==> src/design/rail_ctrl_defines.svh <==
/*
 * offsets, field positions, reset values and write masks of the rail control
 * registers. assumes inclusion by every file that uses the macros; the
 * guard keeps repeated inclusion harmless.
 */
`ifndef RAIL_CTRL_DEFINES_SVH
`define RAIL_CTRL_DEFINES_SVH

`define ADDR_CONVERTER_A_CONTROL   8'h26
`define ADDR_CONVERTER_B_CONTROL   8'h27
`define ADDR_LINEAR_REG_A_CONTROL  8'h28

`define FLD_SLEEP_SEL_HI           5
`define FLD_SLEEP_SEL_LO           4
`define FLD_OP_MODE                1
`define FLD_RAIL_ON                0

`define SLEEP_SEL_NORMAL           2'h0
`define SLEEP_SEL_PIN              2'h3

`define CONVERTER_RESET            8'h0C
`define LINEAR_RESET               8'h0C

`define CONVERTER_RW_MASK          8'h3F
`define LINEAR_RW_MASK             8'h3F

`endif

==> src/design/rail_ctrl_pkg.sv <==
/*
 * types shared by the rail control register bank.
 * assumes the defines header sits in the include path.
 */
`default_nettype none
package rail_ctrl_pkg;
    `include "rail_ctrl_defines.svh"

    typedef struct packed {
        logic       write;
        logic       read;
        logic [7:0] addr;
        logic [7:0] wdata;
    } reg_req_s;

    typedef struct packed {
        logic       rail_on;
        logic       use_sleep;
        logic       forced_pwm;
    } rail_drive_s;

    typedef enum logic {
        PIN_SEL_SLEEP1,
        PIN_SEL_SLEEP2
    } sleep_pin_e;
endpackage
`default_nettype wire

==> src/design/rail_drive.sv <==
/*
 * one rail: turns its control byte and pin states into registered drive.
 * assumes pin levels synchronous to clk; the sleep pin is chosen by a
 * factory strap parameter, never by software.
 */
`include "rail_ctrl_defines.svh"
`default_nettype none
module rail_drive #(
    parameter rail_ctrl_pkg::sleep_pin_e SLEEP_PIN   =
        rail_ctrl_pkg::PIN_SEL_SLEEP1,
    parameter bit                        HAS_MODE    = 1'b1
) (
    // clock and reset
    input  wire logic                       clk,
    input  wire logic                       rst,
    // control
    input  wire logic [7:0]                 ctrl,
    input  wire logic                       pin_enable,
    input  wire logic                       ctrl_in3_sleep_pin1,
    input  wire logic                       ctrl_in6_sleep_pin2,
    // drive
    output rail_ctrl_pkg::rail_drive_s      drive
);
    import rail_ctrl_pkg::*;

    rail_drive_s drive_r;
    rail_drive_s drive_nxt;
    logic        sleep_pin;

    always_comb begin
        // fixed pin choice keeps software out of the sleep path
        sleep_pin = (SLEEP_PIN == PIN_SEL_SLEEP1) ?
                    ctrl_in3_sleep_pin1 : ctrl_in6_sleep_pin2;
        // software off beats every control input pin
        drive_nxt.rail_on = ctrl[`FLD_RAIL_ON] & pin_enable;
        // only 11 picks the sleep voltage; reserved codes act as normal
        drive_nxt.use_sleep =
            (ctrl[`FLD_SLEEP_SEL_HI:`FLD_SLEEP_SEL_LO] == `SLEEP_SEL_PIN)
            && !sleep_pin;
        drive_nxt.forced_pwm = HAS_MODE ?
            ctrl[`FLD_OP_MODE] : 1'b0;
    end

    always_ff @(posedge clk or posedge rst) begin
        if (rst) begin
            drive_r <= '0;
        end else begin
            drive_r <= drive_nxt;
        end
    end

    assign drive = drive_r;

    a_off_wins: assert property (@(posedge clk) disable iff (rst)
        !ctrl[`FLD_RAIL_ON] |=> !drive_r.rail_on)
        else $error("rail on while software off");
    a_sleep_sel: assert property (@(posedge clk) disable iff (rst)
        (ctrl[`FLD_SLEEP_SEL_HI:`FLD_SLEEP_SEL_LO] == `SLEEP_SEL_NORMAL)
        |=> !drive_r.use_sleep)
        else $error("sleep voltage used with selection 00");
    a_sleep_pin: assert property (@(posedge clk) disable iff (rst)
        (ctrl[`FLD_SLEEP_SEL_HI:`FLD_SLEEP_SEL_LO] == `SLEEP_SEL_PIN
         && !sleep_pin) |=> drive_r.use_sleep)
        else $error("sleep voltage missed with pin low");
endmodule // rail_drive
`default_nettype wire

==> src/design/rail_control_registers.sv <==
/*
 * control registers of two converters and one linear regulator, reached
 * through the serial control port's internal byte strobes.
 * assumes the port delivers one-cycle read/write strobes with address and
 * data synchronous to clk, and that it samples rdata one cycle after read.
 */
// Function
// - sleep field 00 keeps normal voltage; 11 uses sleep voltage when pin low
// - each rail's sleep pin is factory fixed, input three or input six
// - bit 0 low turns rail off whatever the six control inputs say
// - first converter bit 1 high means forced pwm; 0 reserved
// - second converter bit 1: 0 automatic, 1 forced pwm
`include "rail_ctrl_defines.svh"
`default_nettype none
module rail_control_registers #(
    parameter rail_ctrl_pkg::sleep_pin_e CONV_A_PIN =
        rail_ctrl_pkg::PIN_SEL_SLEEP1,
    parameter rail_ctrl_pkg::sleep_pin_e CONV_B_PIN =
        rail_ctrl_pkg::PIN_SEL_SLEEP1,
    parameter rail_ctrl_pkg::sleep_pin_e LIN_A_PIN  =
        rail_ctrl_pkg::PIN_SEL_SLEEP2
) (
    // clock and reset
    input  wire logic                   clk,
    input  wire logic                   rst,
    // serial control port side
    input wire rail_ctrl_pkg::reg_req_s req,
    output logic [7:0]                  rdata,
    output logic                        rvalid,
    // pins: six control inputs, bit 2 and bit 5 double as sleep pins
    input  wire logic [5:0]             rail_control_inputs,
    input  wire logic [2:0]             pin_enable,
    // rail drive
    output rail_ctrl_pkg::rail_drive_s  converter_a,
    output rail_ctrl_pkg::rail_drive_s  converter_b,
    output rail_ctrl_pkg::rail_drive_s  linear_reg_a
);
    import rail_ctrl_pkg::*;

    logic [7:0] conv_a_r, conv_a_nxt;
    logic [7:0] conv_b_r, conv_b_nxt;
    logic [7:0] lin_a_r,  lin_a_nxt;
    logic [7:0] rdata_r,  rdata_nxt;
    logic       rvalid_r, rvalid_nxt;
    logic       ctrl_in3_sleep_pin1;
    logic       ctrl_in6_sleep_pin2;

    assign ctrl_in3_sleep_pin1 = rail_control_inputs[2];
    assign ctrl_in6_sleep_pin2 = rail_control_inputs[5];

    always_comb begin
        conv_a_nxt = conv_a_r;
        conv_b_nxt = conv_b_r;
        lin_a_nxt  = lin_a_r;
        // reserved bits are stored as written; the masks drop 7:6 only
        if (req.write) begin
            case (req.addr)
                `ADDR_CONVERTER_A_CONTROL:
                    conv_a_nxt = req.wdata & `CONVERTER_RW_MASK;
                `ADDR_CONVERTER_B_CONTROL:
                    conv_b_nxt = req.wdata & `CONVERTER_RW_MASK;
                `ADDR_LINEAR_REG_A_CONTROL:
                    lin_a_nxt = req.wdata & `LINEAR_RW_MASK;
                default: ;
            endcase
        end
        rvalid_nxt = req.read;
        rdata_nxt  = 8'h00;
        if (req.read) begin
            case (req.addr)
                `ADDR_CONVERTER_A_CONTROL:  rdata_nxt = conv_a_r;
                `ADDR_CONVERTER_B_CONTROL:  rdata_nxt = conv_b_r;
                `ADDR_LINEAR_REG_A_CONTROL: rdata_nxt = lin_a_r;
                default:                    rdata_nxt = 8'h00;
            endcase
        end
    end

    // reset values: rails off, normal voltage, reserved patterns in place
    always_ff @(posedge clk or posedge rst) begin
        if (rst) begin
            conv_a_r <= `CONVERTER_RESET;
            conv_b_r <= `CONVERTER_RESET;
            lin_a_r  <= `LINEAR_RESET;
            rdata_r  <= 8'h00;
            rvalid_r <= 1'b0;
        end else begin
            conv_a_r <= conv_a_nxt;
            conv_b_r <= conv_b_nxt;
            lin_a_r  <= lin_a_nxt;
            rdata_r  <= rdata_nxt;
            rvalid_r <= rvalid_nxt;
        end
    end

    assign rdata  = rdata_r;
    assign rvalid = rvalid_r;

    rail_drive #(
        .SLEEP_PIN (CONV_A_PIN),
        .HAS_MODE  (1'b1)
    ) u_conv_a (
        .clk                 (clk),
        .rst                 (rst),
        .ctrl                (conv_a_r),
        .pin_enable          (pin_enable[0]),
        .ctrl_in3_sleep_pin1 (ctrl_in3_sleep_pin1),
        .ctrl_in6_sleep_pin2 (ctrl_in6_sleep_pin2),
        .drive               (converter_a)
    );

    rail_drive #(
        .SLEEP_PIN (CONV_B_PIN),
        .HAS_MODE  (1'b1)
    ) u_conv_b (
        .clk                 (clk),
        .rst                 (rst),
        .ctrl                (conv_b_r),
        .pin_enable          (pin_enable[1]),
        .ctrl_in3_sleep_pin1 (ctrl_in3_sleep_pin1),
        .ctrl_in6_sleep_pin2 (ctrl_in6_sleep_pin2),
        .drive               (converter_b)
    );

    // the linear regulator has no mode bit; its bit 1 is reserved
    rail_drive #(
        .SLEEP_PIN (LIN_A_PIN),
        .HAS_MODE  (1'b0)
    ) u_lin_a (
        .clk                 (clk),
        .rst                 (rst),
        .ctrl                (lin_a_r),
        .pin_enable          (pin_enable[2]),
        .ctrl_in3_sleep_pin1 (ctrl_in3_sleep_pin1),
        .ctrl_in6_sleep_pin2 (ctrl_in6_sleep_pin2),
        .drive               (linear_reg_a)
    );

    a_top_bits_zero: assert property (@(posedge clk) disable iff (rst)
        rvalid_r |-> rdata_r[7:6] == 2'h0)
        else $error("bits 7:6 read nonzero");
    a_write_stored: assert property (@(posedge clk) disable iff (rst)
        (req.write && req.addr == `ADDR_CONVERTER_B_CONTROL)
        |=> conv_b_r == ($past(req.wdata) & `CONVERTER_RW_MASK))
        else $error("converter b write not stored");
    a_mode_b: assert property (@(posedge clk) disable iff (rst)
        (req.write && req.addr == `ADDR_CONVERTER_B_CONTROL)
        |-> ##2 converter_b.forced_pwm == $past(req.wdata[1], 2))
        else $error("converter b mode not followed");
    a_mode_a: assert property (@(posedge clk) disable iff (rst)
        (req.write && req.addr == `ADDR_CONVERTER_A_CONTROL
         && req.wdata[1]) |-> ##2 converter_a.forced_pwm)
        else $error("converter a not forced pwm");
    a_lin_off: assert property (@(posedge clk) disable iff (rst)
        (req.write && req.addr == `ADDR_LINEAR_REG_A_CONTROL
         && !req.wdata[0]) |-> ##2 !linear_reg_a.rail_on)
        else $error("linear regulator on after off write");
    a_read_echo: assert property (@(posedge clk) disable iff (rst)
        (req.read && !req.write && req.addr == `ADDR_LINEAR_REG_A_CONTROL)
        |=> rvalid_r && rdata_r == $past(lin_a_r))
        else $error("linear register read mismatch");

    // every read strobe gets exactly one answer, the next cycle
    a_read_answer: assert property (@(posedge clk) disable iff (rst)
        req.read |=> rvalid_r)
        else $error("read strobe without answer");
    a_no_stray_answer: assert property (@(posedge clk) disable iff (rst)
        !req.read |=> !rvalid_r)
        else $error("answer without read strobe");
    a_unmapped_zero: assert property (@(posedge clk) disable iff (rst)
        (req.read && req.addr != `ADDR_CONVERTER_A_CONTROL
         && req.addr != `ADDR_CONVERTER_B_CONTROL
         && req.addr != `ADDR_LINEAR_REG_A_CONTROL)
        |=> rdata_r == 8'h00)
        else $error("unmapped read returned data");
    a_read_a_echo: assert property (@(posedge clk) disable iff (rst)
        (req.read && !req.write && req.addr == `ADDR_CONVERTER_A_CONTROL)
        |=> rdata_r == $past(conv_a_r))
        else $error("converter a read mismatch");
    a_read_b_echo: assert property (@(posedge clk) disable iff (rst)
        (req.read && !req.write && req.addr == `ADDR_CONVERTER_B_CONTROL)
        |=> rdata_r == $past(conv_b_r))
        else $error("converter b read mismatch");

    // writes land next cycle minus bits 7:6; nothing else moves them
    a_store_a: assert property (@(posedge clk) disable iff (rst)
        (req.write && req.addr == `ADDR_CONVERTER_A_CONTROL)
        |=> conv_a_r == ($past(req.wdata) & `CONVERTER_RW_MASK))
        else $error("converter a write not stored");
    a_store_lin: assert property (@(posedge clk) disable iff (rst)
        (req.write && req.addr == `ADDR_LINEAR_REG_A_CONTROL)
        |=> lin_a_r == ($past(req.wdata) & `LINEAR_RW_MASK))
        else $error("linear regulator write not stored");
    a_regs_held: assert property (@(posedge clk) disable iff (rst)
        (!req.write || (req.addr != `ADDR_CONVERTER_A_CONTROL
                        && req.addr != `ADDR_CONVERTER_B_CONTROL
                        && req.addr != `ADDR_LINEAR_REG_A_CONTROL))
        |=> $stable(conv_a_r) && $stable(conv_b_r) && $stable(lin_a_r))
        else $error("register changed without its write");

    // software off and pin off each keep the rail off
    a_conv_a_off: assert property (@(posedge clk) disable iff (rst)
        (req.write && req.addr == `ADDR_CONVERTER_A_CONTROL
         && !req.wdata[`FLD_RAIL_ON]) |-> ##2 !converter_a.rail_on)
        else $error("converter a on after off write");
    a_conv_b_off: assert property (@(posedge clk) disable iff (rst)
        (req.write && req.addr == `ADDR_CONVERTER_B_CONTROL
         && !req.wdata[`FLD_RAIL_ON]) |-> ##2 !converter_b.rail_on)
        else $error("converter b on after off write");
    a_pins_off: assert property (@(posedge clk) disable iff (rst)
        (pin_enable == 3'h0) |=> (!converter_a.rail_on
         && !converter_b.rail_on && !linear_reg_a.rail_on))
        else $error("rail on with every pin enable low");

    // only the strapped pin may call for the sleep voltage
    a_strap_conv_a: assert property (@(posedge clk) disable iff (rst)
        (conv_a_r[`FLD_SLEEP_SEL_HI:`FLD_SLEEP_SEL_LO] == `SLEEP_SEL_PIN
         && ((CONV_A_PIN == PIN_SEL_SLEEP1) ? ctrl_in3_sleep_pin1
                                            : ctrl_in6_sleep_pin2))
        |=> !converter_a.use_sleep)
        else $error("converter a sleeps with its pin high");
    a_strap_conv_b: assert property (@(posedge clk) disable iff (rst)
        (conv_b_r[`FLD_SLEEP_SEL_HI:`FLD_SLEEP_SEL_LO] == `SLEEP_SEL_PIN
         && ((CONV_B_PIN == PIN_SEL_SLEEP1) ? ctrl_in3_sleep_pin1
                                            : ctrl_in6_sleep_pin2))
        |=> !converter_b.use_sleep)
        else $error("converter b sleeps with its pin high");
    a_strap_lin: assert property (@(posedge clk) disable iff (rst)
        (lin_a_r[`FLD_SLEEP_SEL_HI:`FLD_SLEEP_SEL_LO] == `SLEEP_SEL_PIN
         && ((LIN_A_PIN == PIN_SEL_SLEEP1) ? ctrl_in3_sleep_pin1
                                           : ctrl_in6_sleep_pin2))
        |=> !linear_reg_a.use_sleep)
        else $error("linear regulator sleeps with pin high");

    // mode bits reach the converters a cycle after the register
    a_mode_a_reg: assert property (@(posedge clk) disable iff (rst)
        conv_a_r[`FLD_OP_MODE] |=> converter_a.forced_pwm)
        else $error("converter a left forced pwm");
    a_mode_b_reg: assert property (@(posedge clk) disable iff (rst)
        !conv_b_r[`FLD_OP_MODE] |=> !converter_b.forced_pwm)
        else $error("converter b not in automatic mode");
endmodule // rail_control_registers
`default_nettype wire

==> config.mk <==
export PLATFORM = sky130hd
export DESIGN_NAME = rail_control_registers
export DESIGN_NICKNAME = d
export VERILOG_FILES = /design/src/design/rail_ctrl_pkg.sv /design/src/design/rail_drive.sv /design/src/design/rail_control_registers.sv
export VERILOG_INCLUDE_DIRS = /design/src /design/src/design
export SDC_FILE = /design/constraint.sdc
export NUM_CORES = 1
export LEC_CHECK = 0
export ABC_CLOCK_PERIOD_IN_PS = 1300
export BUFFER_PORTS_ARGS = -buffer_cell sky130_fd_sc_hd__buf_2
export CORE_ASPECT_RATIO = 1.2
export CORE_MARGIN = 2
export CORE_UTILIZATION = 49
export CTS_CLUSTER_DIAMETER = 200
export DETAILED_ROUTE_END_ITERATION = 8
export HOLD_SLACK_MARGIN = 0.15
export PLACE_DENSITY = 0.78
export SETUP_SLACK_MARGIN = 0.15
export SYNTH_ARGS = -nofsm -noshare
export SYNTH_HDL_FRONTEND = slang
export SYNTH_SLANG_ARGS = --single-unit
export TNS_END_PERCENT = 30
==> constraint.sdc <==
create_clock -name clk -period 1.3 [get_ports clk]
set_clock_uncertainty 0.05 [all_clocks]
set_input_delay 0.195 -clock clk [delete_from_list [all_inputs] [get_ports clk]]
set_output_delay 0.195 -clock clk [all_outputs]
set_load 0.02 [all_outputs]
**After elaboration in Yosys (flattened, before gate mapping)**

Index checks and enable logic that the tools add are counted.

- Input bits: 29
- Bits in registers: 35
- Output and inout bits: 18
- Logic and storage cells: 32

- Multiplexer cells: 2
- Reduce and logical (&&, ||, !) cells: 8
- Bitwise operators: 3
- Equal/unequal tests: 6

Operators with widths:

| kind | count |
|---|---|
| 8-bit by 6-bit == test with 1-bit output, second input constant | 3 |
| 6-bit case mux with 3 select lines | 1 |
| 2-bit == test, second input constant | 3 |
| 6-bit two-way mux | 1 |
| 2-bit AND reduction | 3 |
| 1-bit AND | 3 |
| 1-bit logical AND | 3 |
| 1-bit zero test | 2 |

**Logic depth before layout (Yosys ltp)**

Gate-level depths: netlist (run 1).

- Word-level depth: 3
- Depth in mapped cells: 4

**Hierarchy**

From an unflattened synthesis (run 1), not the netlist that was laid out.

- Cells, all modules: 93
- Area total of the unflattened synthesis: 1,400.1 sq um

By module, submodules not included:

| module | seq. area each (sq um) | cells an instance | instances | area each (sq um) |
|---|---|---|---|---|
| rail_control_registers | 633.1 | 74 | 1 | 1,132.3 |
| rail_drive (u_conv_a ...) | 75.1 | 6 | 2 | 93.8 |
| rail_drive (u_lin_a) | 50.0 | 7 | 1 | 80.1 |

**Worst setup path before layout (run 1)**

OpenSTA, ideal clock, no wires.

- Kind: input to register
- From: input req[8] (netlist bit)
- To: register lin_a_r[0]
- Path slack: -58 ps
- Stages on the path: 4
- Buffers on the path: 1
- Arrival time: 1,183 ps
- Required time: 1,125 ps
- Library setup time: 125 ps
- Path through: buf_6 -> nor4b_4 -> nand3_4 -> mux2_2

- Longest elaborated chain between the ends: 2

Ends and longest elaborated chain:

| item | line | text |
|---|---|---|
| start, declared | rail_control_registers.sv:27 | `input wire rail_ctrl_pkg::reg_req_s req,` |
| 8-bit by 6-bit == test with 1-bit output | rail_control_registers.sv:57 | `case (req.addr)` |
| 2-bit AND reduction (no line) | - |  |
| end signal, assigned | rail_control_registers.sv:84 | `` lin_a_r <= `LINEAR_RESET; `` |
| end signal, assigned | rail_control_registers.sv:90 | `lin_a_r <= lin_a_nxt;` |
| end, declared | rail_control_registers.sv:42 | `logic [7:0] lin_a_r, lin_a_nxt;` |

Every way passes these cells.
A chain may end at the register's enable or synchronous reset.

**Worst setup path in the final report (run 1)**

- From: register u_conv_b.drive_r (netlist bit u_conv_b.drive[1])
- To: output converter_b[1] (netlist bit)

RTL lines:

| item | line | text |
|---|---|---|
| start, declared | rail_drive.sv:26 | `rail_drive_s drive_r;` |
| start signal, assigned | rail_drive.sv:48 | `drive_r <= drive_nxt;` |
| end, declared | rail_control_registers.sv:35 | `output rail_ctrl_pkg::rail_drive_s converter_b,` |

No word-level cell between the ends.

==> impl_metrics.json, run 1 <==
{
  "drive_gt1_share_pct": 54.6,
  "power_leakage_nw": 0.954,
  "hpwlAfterDp_microns": 1780,
  "comb_power_share_pct": 10.6,
  "wl_per_cell_microns": 13.8,
  "cts_setup_buffers": 0,
  "p_int_mw": 1.44,
  "cp_slowest_stage_delay_ns": 0.37,
  "cts_tree": "built",
  "postLayoutCellArea_sq_um": 1820,
  "hp-class": "primary input to flip-flop",
  "critPathTopFamily": "flip-flops",
  "yosysWarnings": 0,
  "grt-ovfl-total": 0,
  "hold_violations": 0,
  "place_congestion": 0.763,
  "dieArea_sq_um": 3260,
  "numCtsBuffers": 5,
  "p_sw_uw": 442,
  "crit_arrival_ns": 0.87,
  "clock_power_share_pct": 31.7,
  "rows": 21,
  "p_seq_share_pct": 57.7,
  "path_cells": "buf_2",
  "pin_count": 47,
  "grt_pass1_wl_microns": 4130,
  "nets": 180,
  "yosysTopAreaCellShare_pct": 48.9,
  "clk_pin_slew_worst_paths_ns": 0.09,
  "start_util_pct": 50.5,
  "routed_wl_microns": 2560,
  "placement.cell_area_sq_um": 1620,
  "fp.dieH_microns": 62.2,
  "antenna_found_initial": 0,
  "grt_max_degree": 34,
  "syn_area_per_cell_sq_um": 15.0,
  "vias_per_cell": 4.99,
  "report.final.slew_viol_count": 0,
  "n_fill_cell": 206,
  "ir_worst_vdd_uv": 720,
  "yosysTopAreaCell": "dfrtp_1",
  "crit_fanout": 1,
  "routed-via-count": 928,
  "p_sw_share_pct": 23.5,
  "grt_pass1_vias": 908,
  "end_kind": "output pin",
  "syn2layout_area_growth_pct": 31.5,
  "root_buffer": "clkbuf_4",
  "rsz0062_at_grt": "true",
  "drc": 0,
  "clk_latency_ns": 0.34,
  "hold_ws_ns": 0.252,
  "synth-seq-area-share_pct": 60.3,
  "fin_tns_setup_ns": 0,
  "powerDensity_nw_per_um2": 1030,
  "cts_max_level": 2,
  "status": "completed",
  "core_area_sq_um": 2730,
  "finalSetupViolCount": 0,
  "synth_seq_cells": 33,
  "numPortBuffers": 37,
  "yosysUniqueCellTypes": 17,
  "die_w_microns": 52.5,
  "fmax_mhz": 900,
  "grt_usage_pct": 18.1,
  "startpoint_type": "flip-flop",
  "cts_buffer_depth": 2,
  "worst_path_max_delay_cell": "dfrtp_1",
  "period_needed_ns": 1.11,
  "clkSinkCount": 33,
  "critPathBufInv": 1,
  "drt_first_pass_iters": 3,
  "diodes": 0,
  "synth_area_sq_um": 1380,
  "netlist_top_cells_area": "dfrtp_1, mux2_2, dfstp_2",
  "syn_inst": 92,
  "crit_type": "flip-flop to output pin",
  "cap_violations": 0,
  "min_period_over_period_pct": 85.5,
  "ant_nets": 0,
  "drt_iter0_markers": 11,
  "required_ns": 1.05
}
power groups by stage:
stage	clock network (mW)	logic (mW)	registers [mW]
floorplan	0	0.0934	1.11
global placement	0	0.163	1.10
detailed placement	0	0.169	1.10
CTS	0.612	0.199	1.08
global route	0.669	0.218	1.09
finish	0.596	0.199	1.08
stage by stage:
step / util (%) / setup WS (ns) / instances / power, mW
floorplan: - / -0.0578 / 94 / 1.20
global placement: 59.1 / -0.136 / 165 / 1.26
detailed placement: 59.1 / -0.146 / 165 / 1.27
CTS: 66.0 / 0.176 / 186 / 1.90
global route: 66.5 / 0.143 / 186 / 1.98
finish: 66.5 / 0.189 / 186 / 1.88
final cells by class:
cell class	count	area, sq um	area share [%]
flip-flops and latches	33	833	45.9
multi-input cells	55	513	28.2
repair buffers	55	365	20.1
clock buffers	8	58.8	3.24
well taps	34	42.5	2.34
inverters	1	3.75	0.207
routing by layer:
metal | global-route usage (%) | wire, microns | vias up
li1 | - | - | 438
met1 | 20.3 | 988 | 460
met2 | 28.9 | 1360 | 25
met4 | 9.62 | 62 | 0
met3 | 7.21 | 152 | 5
met5 | 0 | 0 | -
layout by cell type (no fill, tap or decap):
cell type       n
nand4b_4        1
dlygate4sd3_1  13
and2_1          3
dfrtp_1        27
dfstp_2         6
clkbuf_8        1
nor2_1          9
clkbuf_1        2
mux2_2         24
buf_6           2
buf_4           5
nand4_4         1
and3b_1         1
nand2_1         4
clkbuf_4        5
nand3_4         1
inv_1           1
buf_2          35
a22oi_1         6
nor4b_4         2
conb_1          3
cell families after synthesis:
group           after synthesis  synth area share (%)
buf+inv                       6                  3.08
compound gates                6                  3.26
other cells                   1                 0.271
mux                          24                  19.6
simple gates                 22                  13.5
flops                        33                  60.3
Yosys cell counts (all sizes together):
master	instances
buf	5
dfrtp	27
mux2	24
a22oi	6
and3b	1
dfstp	6
nand4	1
nand4b	1
nand2	4
nand3	1
nor2	9
conb	1
and2	3
inv	1
nor4b	2
path summary, 6_finish.rpt:
path,slack [ns],endpoint,startpoint,depth (start not counted)
max reg2reg,0.22,rdata[1],conv_a_r[1],3
max in group asynchronous,0.45,conv_a_r[3],rst,4
max,0.19,converter_b[1],u_conv_b.drive[1],1
min reg2reg,0.35,u_conv_b.drive[0],conv_b_r[1],0
min,0.25,lin_a_r[2],req[17],3
min in group asynchronous,0.42,conv_b_r[5],rst,4
registers in the layout, indices dropped and copies added, names as in the netlist:
register	count
conv_a_r	6
u_conv_a.drive	3
u_conv_b.drive	3
rvalid	1
u_lin_a.drive	2
rdata	6
lin_a_r	6
conv_b_r	6
timing repair:
item	4_1_cts	5_1_grt
hold endpoints to repair	52	0
hold buffers	13	0
gates resized for setup	0	4
endpoints found under the setup margin	0	7
Power figures use the tool's default switching activity.
==> inputs of run 2 (changes only) <==
--- a/config.mk
+++ b/config.mk
@@ -6,7 +6,7 @@
 export SDC_FILE = /design/constraint.sdc
 export NUM_CORES = 1
 export LEC_CHECK = 0
-export ABC_CLOCK_PERIOD_IN_PS = 1300
+export ABC_CLOCK_PERIOD_IN_PS = 1200
 export BUFFER_PORTS_ARGS = -buffer_cell sky130_fd_sc_hd__buf_2
 export CORE_ASPECT_RATIO = 1.2
 export CORE_MARGIN = 2
==> constraint.sdc (replaced) <==
create_clock -name clk -period 1.2 [get_ports clk]
set_clock_uncertainty 0.05 [all_clocks]
set_input_delay 0.18 -clock clk [delete_from_list [all_inputs] [get_ports clk]]
set_output_delay 0.18 -clock clk [all_outputs]
set_load 0.02 [all_outputs]
==> impl_metrics.json, run 2 (synthesis results as in run 1) <==
{
  "antenna_found_initial": 0,
  "finalSetupViolCount": 0,
  "crit_arrival_ns": 1.28,
  "min_period_over_period_pct": 92.4,
  "start_util_pct": 50.5,
  "hpwlAfterDp_microns": 1920,
  "drt_first_pass_iters": 4,
  "rows": 21,
  "powerDensity_nw_per_um2": 1060,
  "root_buffer": "clkbuf_4",
  "nets": 181,
  "die_w_microns": 52.5,
  "grt_pass1_vias": 988,
  "fp.dieH_microns": 62.2,
  "cap_violations": 0,
  "globalRouteMet2Util_pct": 32.7,
  "clkSinkCount": 33,
  "grt-ovfl-total": 0,
  "grt_pass1_wl_microns": 4520,
  "routed_wl_microns": 2770,
  "gr-usage-met3_pct": 7.21,
  "report.final.slew_viol_count": 0,
  "cts_buffer_depth": 2,
  "grt_usage_pct": 19.7,
  "ant_nets": 0,
  "n_fill_cell": 202,
  "cts_tree": "built",
  "dp_slack_ns": -0.232,
  "finalWorstSetupSlack_ns": 0.0911,
  "pin_count": 47,
  "diodes": 0,
  "power_leakage_nw": 0.969,
  "crit_type": "flip-flop to flip-flop",
  "grt_max_degree": 34,
  "postLayoutCellArea_sq_um": 1890,
  "syn2layout_area_growth_pct": 36.8,
  "place_congestion": 0.798,
  "met1_usage_pct": 21.1,
  "required_ns": 1.37,
  "dieArea_sq_um": 3260,
  "numPortBuffers": 37,
  "whs_path_depth": 3,
  "clk_latency_ns": 0.34,
  "clk_pin_slew_worst_paths_ns": 0.10,
  "ir_worst_vdd_uv": 890,
  "startpoint_type": "flip-flop",
  "r2r_cells": 3,
  "hold_violations": 0,
  "crit_fanout": 3,
  "busiest_layer": "met2",
  "hp-class": "primary input to flip-flop",
  "fmax_mhz": 902,
  "vias_per_cell": 5.04,
  "end_kind": "flip-flop",
  "routed-via-count": 943,
  "numCtsBuffers": 5,
  "status": "completed",
  "rsz0062_at_grt": "true",
  "drt_iter0_markers": 12,
  "drive_gt1_share_pct": 56.9,
  "core_area_sq_um": 2730,
  "layout_common_cells": "dfrtp_1, buf_2, mux2_2",
  "cts_max_level": 2,
  "placement.cell_area_sq_um": 1630,
  "period_needed_ns": 1.11,
  "wl_per_cell_microns": 14.8,
  "drc": 0
}
[run 2: cell types whose count changed in the layout (fill, tap and decap cells not counted)]
cell	change
a22oi_1	-2
a22oi_2	+2
buf_12	+1
buf_2	-8
buf_6	+8
clkbuf_1	-1
clkbuf_8	-1
clkinv_2	+2
[run 2: power breakdown]
group	switching, mW	internal (mW)	leakage [nW]
registers	0.0226	1.16	0.434
clock network	0.372	0.223	0.0320
logic	0.106	0.123	0.502
total	0.500	1.50	0.969
[run 2: repair_timing]
item                                    CTS  global route
hold buffers                             13             0
pin swaps                                 0             2
buffers inserted                          0             1
hold endpoints to repair                 58             0
endpoints found under the setup margin   22            31
resized for setup                        12            10
[run 2: final timing paths]
kind                             startpoint                 to  slack [ns]
max in group asynchronous               rst        conv_a_r[3]        0.50
min in group asynchronous               rst        conv_a_r[4]        0.36
worst min-delay path                req[17]         lin_a_r[2]        0.26
worst max register to register  conv_b_r[5]           rdata[5]        0.09
worst min register to register  conv_a_r[1]  u_conv_a.drive[0]        0.36
worst max-delay path            conv_b_r[5]           rdata[5]        0.09
[run 2: layout make-up]
type                    count  area, sq um  share of cell area, %
clock buffers               6         41.3                   2.19
clock inverters             2         10.0                  0.530
inverters                   1         3.75                  0.199
repair buffers             56          435                   23.0
flip-flops and latches     33          833                   44.1
well taps                  34         42.5                   2.25
multi-input cells          55          523                   27.7
[run 2: per-stage QoR]
stage                     power, mW  hold WS (ns)  utilization, %  instances  setup TNS (ns)
after detailed placement       1.39         0.185            59.6        165           -3.36
after global placement         1.38         0.175            59.6        165           -2.97
after global routing           2.10         0.244            69.1        187               0
after CTS                      2.02         0.237            67.6        186               0
after floorplan                1.30         0.161               -         94           -2.08
final                          2.00         0.256            69.1        187               0
[run 2: critical path: stages, from the launching register on]
cell     delay (ns)
dfrtp_1        0.42
mux2_2         0.27
a22oi_1        0.18
nor2_1         0.07
[run 2: metal layers]
| metal | wire length, microns | up-vias |
|---|---|---|
| met2 | 1490 | 27 |
| met3 | 155 | 5 |
| met4 | 50 | 0 |
| met5 | 0 | - |
| li1 | - | 442 |
| met1 | 1070 | 469 |
==> inputs of run 3 (changes only) <==
--- a/config.mk
+++ b/config.mk
@@ -8,6 +8,7 @@
 export LEC_CHECK = 0
 export ABC_CLOCK_PERIOD_IN_PS = 1200
 export BUFFER_PORTS_ARGS = -buffer_cell sky130_fd_sc_hd__buf_2
+export CAP_MARGIN = 0
 export CORE_ASPECT_RATIO = 1.2
 export CORE_MARGIN = 2
 export CORE_UTILIZATION = 49
@@ -15,6 +16,7 @@
 export DETAILED_ROUTE_END_ITERATION = 8
 export HOLD_SLACK_MARGIN = 0.15
 export PLACE_DENSITY = 0.78
+export REMOVE_ABC_BUFFERS = 1
 export SETUP_SLACK_MARGIN = 0.15
 export SYNTH_ARGS = -nofsm -noshare
 export SYNTH_HDL_FRONTEND = slang
==> impl_metrics.json, run 3 (synthesis results as in run 1) <==
{
  "ant_nets": 0,
  "numCtsBuffers": 5,
  "hpwlAfterDp_microns": 1850,
  "ir_worst_vdd_uv": 731,
  "final_common_cell": "buf_2",
  "p_sw_uw": 460,
  "cap_violations": 0,
  "fin_tns_setup_ns": 0,
  "startpoint_type": "flip-flop",
  "start_util_pct": 50.5,
  "n_fill_cell": 183,
  "diodes": 0,
  "hold_ws_ns": 0.277,
  "dp_cells": 166,
  "root_buffer": "clkbuf_4",
  "hold_violations": 0,
  "final_cells": 188,
  "drt_iter0_markers": 4,
  "rrSetupSlack_ns": 0.12,
  "clk_latency_ns": 0.33,
  "dieArea_sq_um": 3260,
  "numPortBuffers": 37,
  "grt-ovfl-total": 0,
  "grt_max_degree": 34,
  "rr_endpoint": "rdata[2]",
  "required_ns": 1.36,
  "whs_path_depth": 3,
  "nets": 183,
  "layout_common_cells": "buf_2, dfrtp_1, mux2_2",
  "place_congestion": 0.807,
  "wl_per_cell_microns": 14.7,
  "drive_gt1_share_pct": 59.1,
  "rsz0062_at_grt": "true",
  "crit_fanout": 2,
  "power_leakage_nw": 0.986,
  "fp.dieH_microns": 62.2,
  "report.final.slew_viol_count": 0,
  "drc": 0,
  "postLayoutCellArea_sq_um": 1930,
  "status": "completed",
  "hp-class": "primary input to flip-flop",
  "comb_power_share_pct": 12.2,
  "grt_pass1_vias": 992,
  "p_int_mw": 1.56,
  "min_period_over_period_pct": 89.7,
  "powerDensity_nw_per_um2": 1050,
  "rows": 21,
  "pin_count": 47,
  "clock_power_share_pct": 29.5,
  "clk_pin_slew_worst_paths_ns": 0.09,
  "p_seq_share_pct": 58.3,
  "period_needed_ns": 1.08,
  "die_w_microns": 52.5,
  "grt_usage_pct": 19.1,
  "finalSetupViolCount": 0,
  "drt_first_pass_iters": 4,
  "routed-via-count": 955,
  "min_to": "lin_a_r[1]",
  "cts_tree": "built",
  "fmax_mhz": 929,
  "clkSinkCount": 33,
  "cts_buffer_depth": 2,
  "syn2layout_area_growth_pct": 39.6,
  "cts_max_level": 2,
  "worstReg2RegStart": "conv_b_r[2]",
  "placement.cell_area_sq_um": 1640,
  "vias_per_cell": 5.08,
  "p_sw_share_pct": 22.7,
  "hp-start": "req[17]",
  "r2r_cells": 3,
  "end_kind": "flip-flop",
  "antenna_found_initial": 0,
  "core_area_sq_um": 2730,
  "crit_arrival_ns": 1.24,
  "crit_type": "flip-flop to flip-flop",
  "routed_wl_microns": 2760,
  "grt_pass1_wl_microns": 4430
}
[run 3: cell count changes in the layout (fill, tap and decap cells not counted), sizes merged]
cell / delta
clkinv: -2
buf: +2
clkbuf: +1
[run 3: worst max path at each step]
stage	startpoint	endpoint	slack (ns)	cells after the start
after floorplan	req[15]	conv_a_r[0]	-0.12	3
after global placement	req[15]	conv_a_r[5]	-0.18	5
after detailed placement	req[15]	conv_b_r[4]	-0.21	5
after CTS	u_conv_a.drive[0]	converter_a[0]	0.11	1
after global routing	u_conv_a.drive[0]	converter_a[0]	0.08	1
final	conv_b_r[2]	rdata[2]	0.12	3
[run 3: final cells by class]
type | instances | area, sq um | area share [%]
flip-flops and latches | 33 | 833 | 43.2
multi-input cells | 55 | 549 | 28.5
repair buffers | 58 | 444 | 23.0
clock buffers | 7 | 55.1 | 2.86
well taps | 34 | 42.5 | 2.21
inverters | 1 | 3.75 | 0.195
[run 3: critical path: stages (launching register included)]
cell and delay [ns]:
dfstp_2 0.38, mux2_2 0.26, a22oi_1 0.22, nor2_1 0.06
[run 3: repair_timing]
| item | 4_1_cts | 5_1_grt |
|---|---|---|
| cloned | 0 | 0 |
| hold buffers | 13 | 0 |
| gates resized for setup | 14 | 12 |
| hold endpoints to repair | 58 | 0 |
| setup endpoints to repair | 25 | 30 |
| pin swaps | 0 | 4 |
| buffers inserted | 0 | 2 |
[run 3: power groups by stage]
| stage | clock network [mW] | registers (mW) | logic [mW] |
|---|---|---|---|
| after detailed placement | 0 | 1.20 | 0.190 |
| after global routing | 0.690 | 1.18 | 0.266 |
| final | 0.598 | 1.18 | 0.247 |
| after global placement | 0 | 1.19 | 0.184 |
| after CTS | 0.623 | 1.18 | 0.231 |
| after floorplan | 0 | 1.20 | 0.0841 |
[run 3: metrics by stage]
stage	setup slack (ns)	power (mW)	util, %
finish	0.123	2.02	70.6
global route	0.0785	2.14	70.6
CTS	0.112	2.03	68.2
detailed placement	-0.215	1.39	59.8
global placement	-0.182	1.38	59.8
floorplan	-0.123	1.28	-
[run 3: per-layer routing]
metal  vias to the layer above  track usage (%)  share of wire [%]
li1                        441                -                  -
met1                       454             19.2                 36
met2                        41             30.8                 51
met3                        19             7.21                6.2
met4                         0             14.4                6.8
met5                         -                0                  0
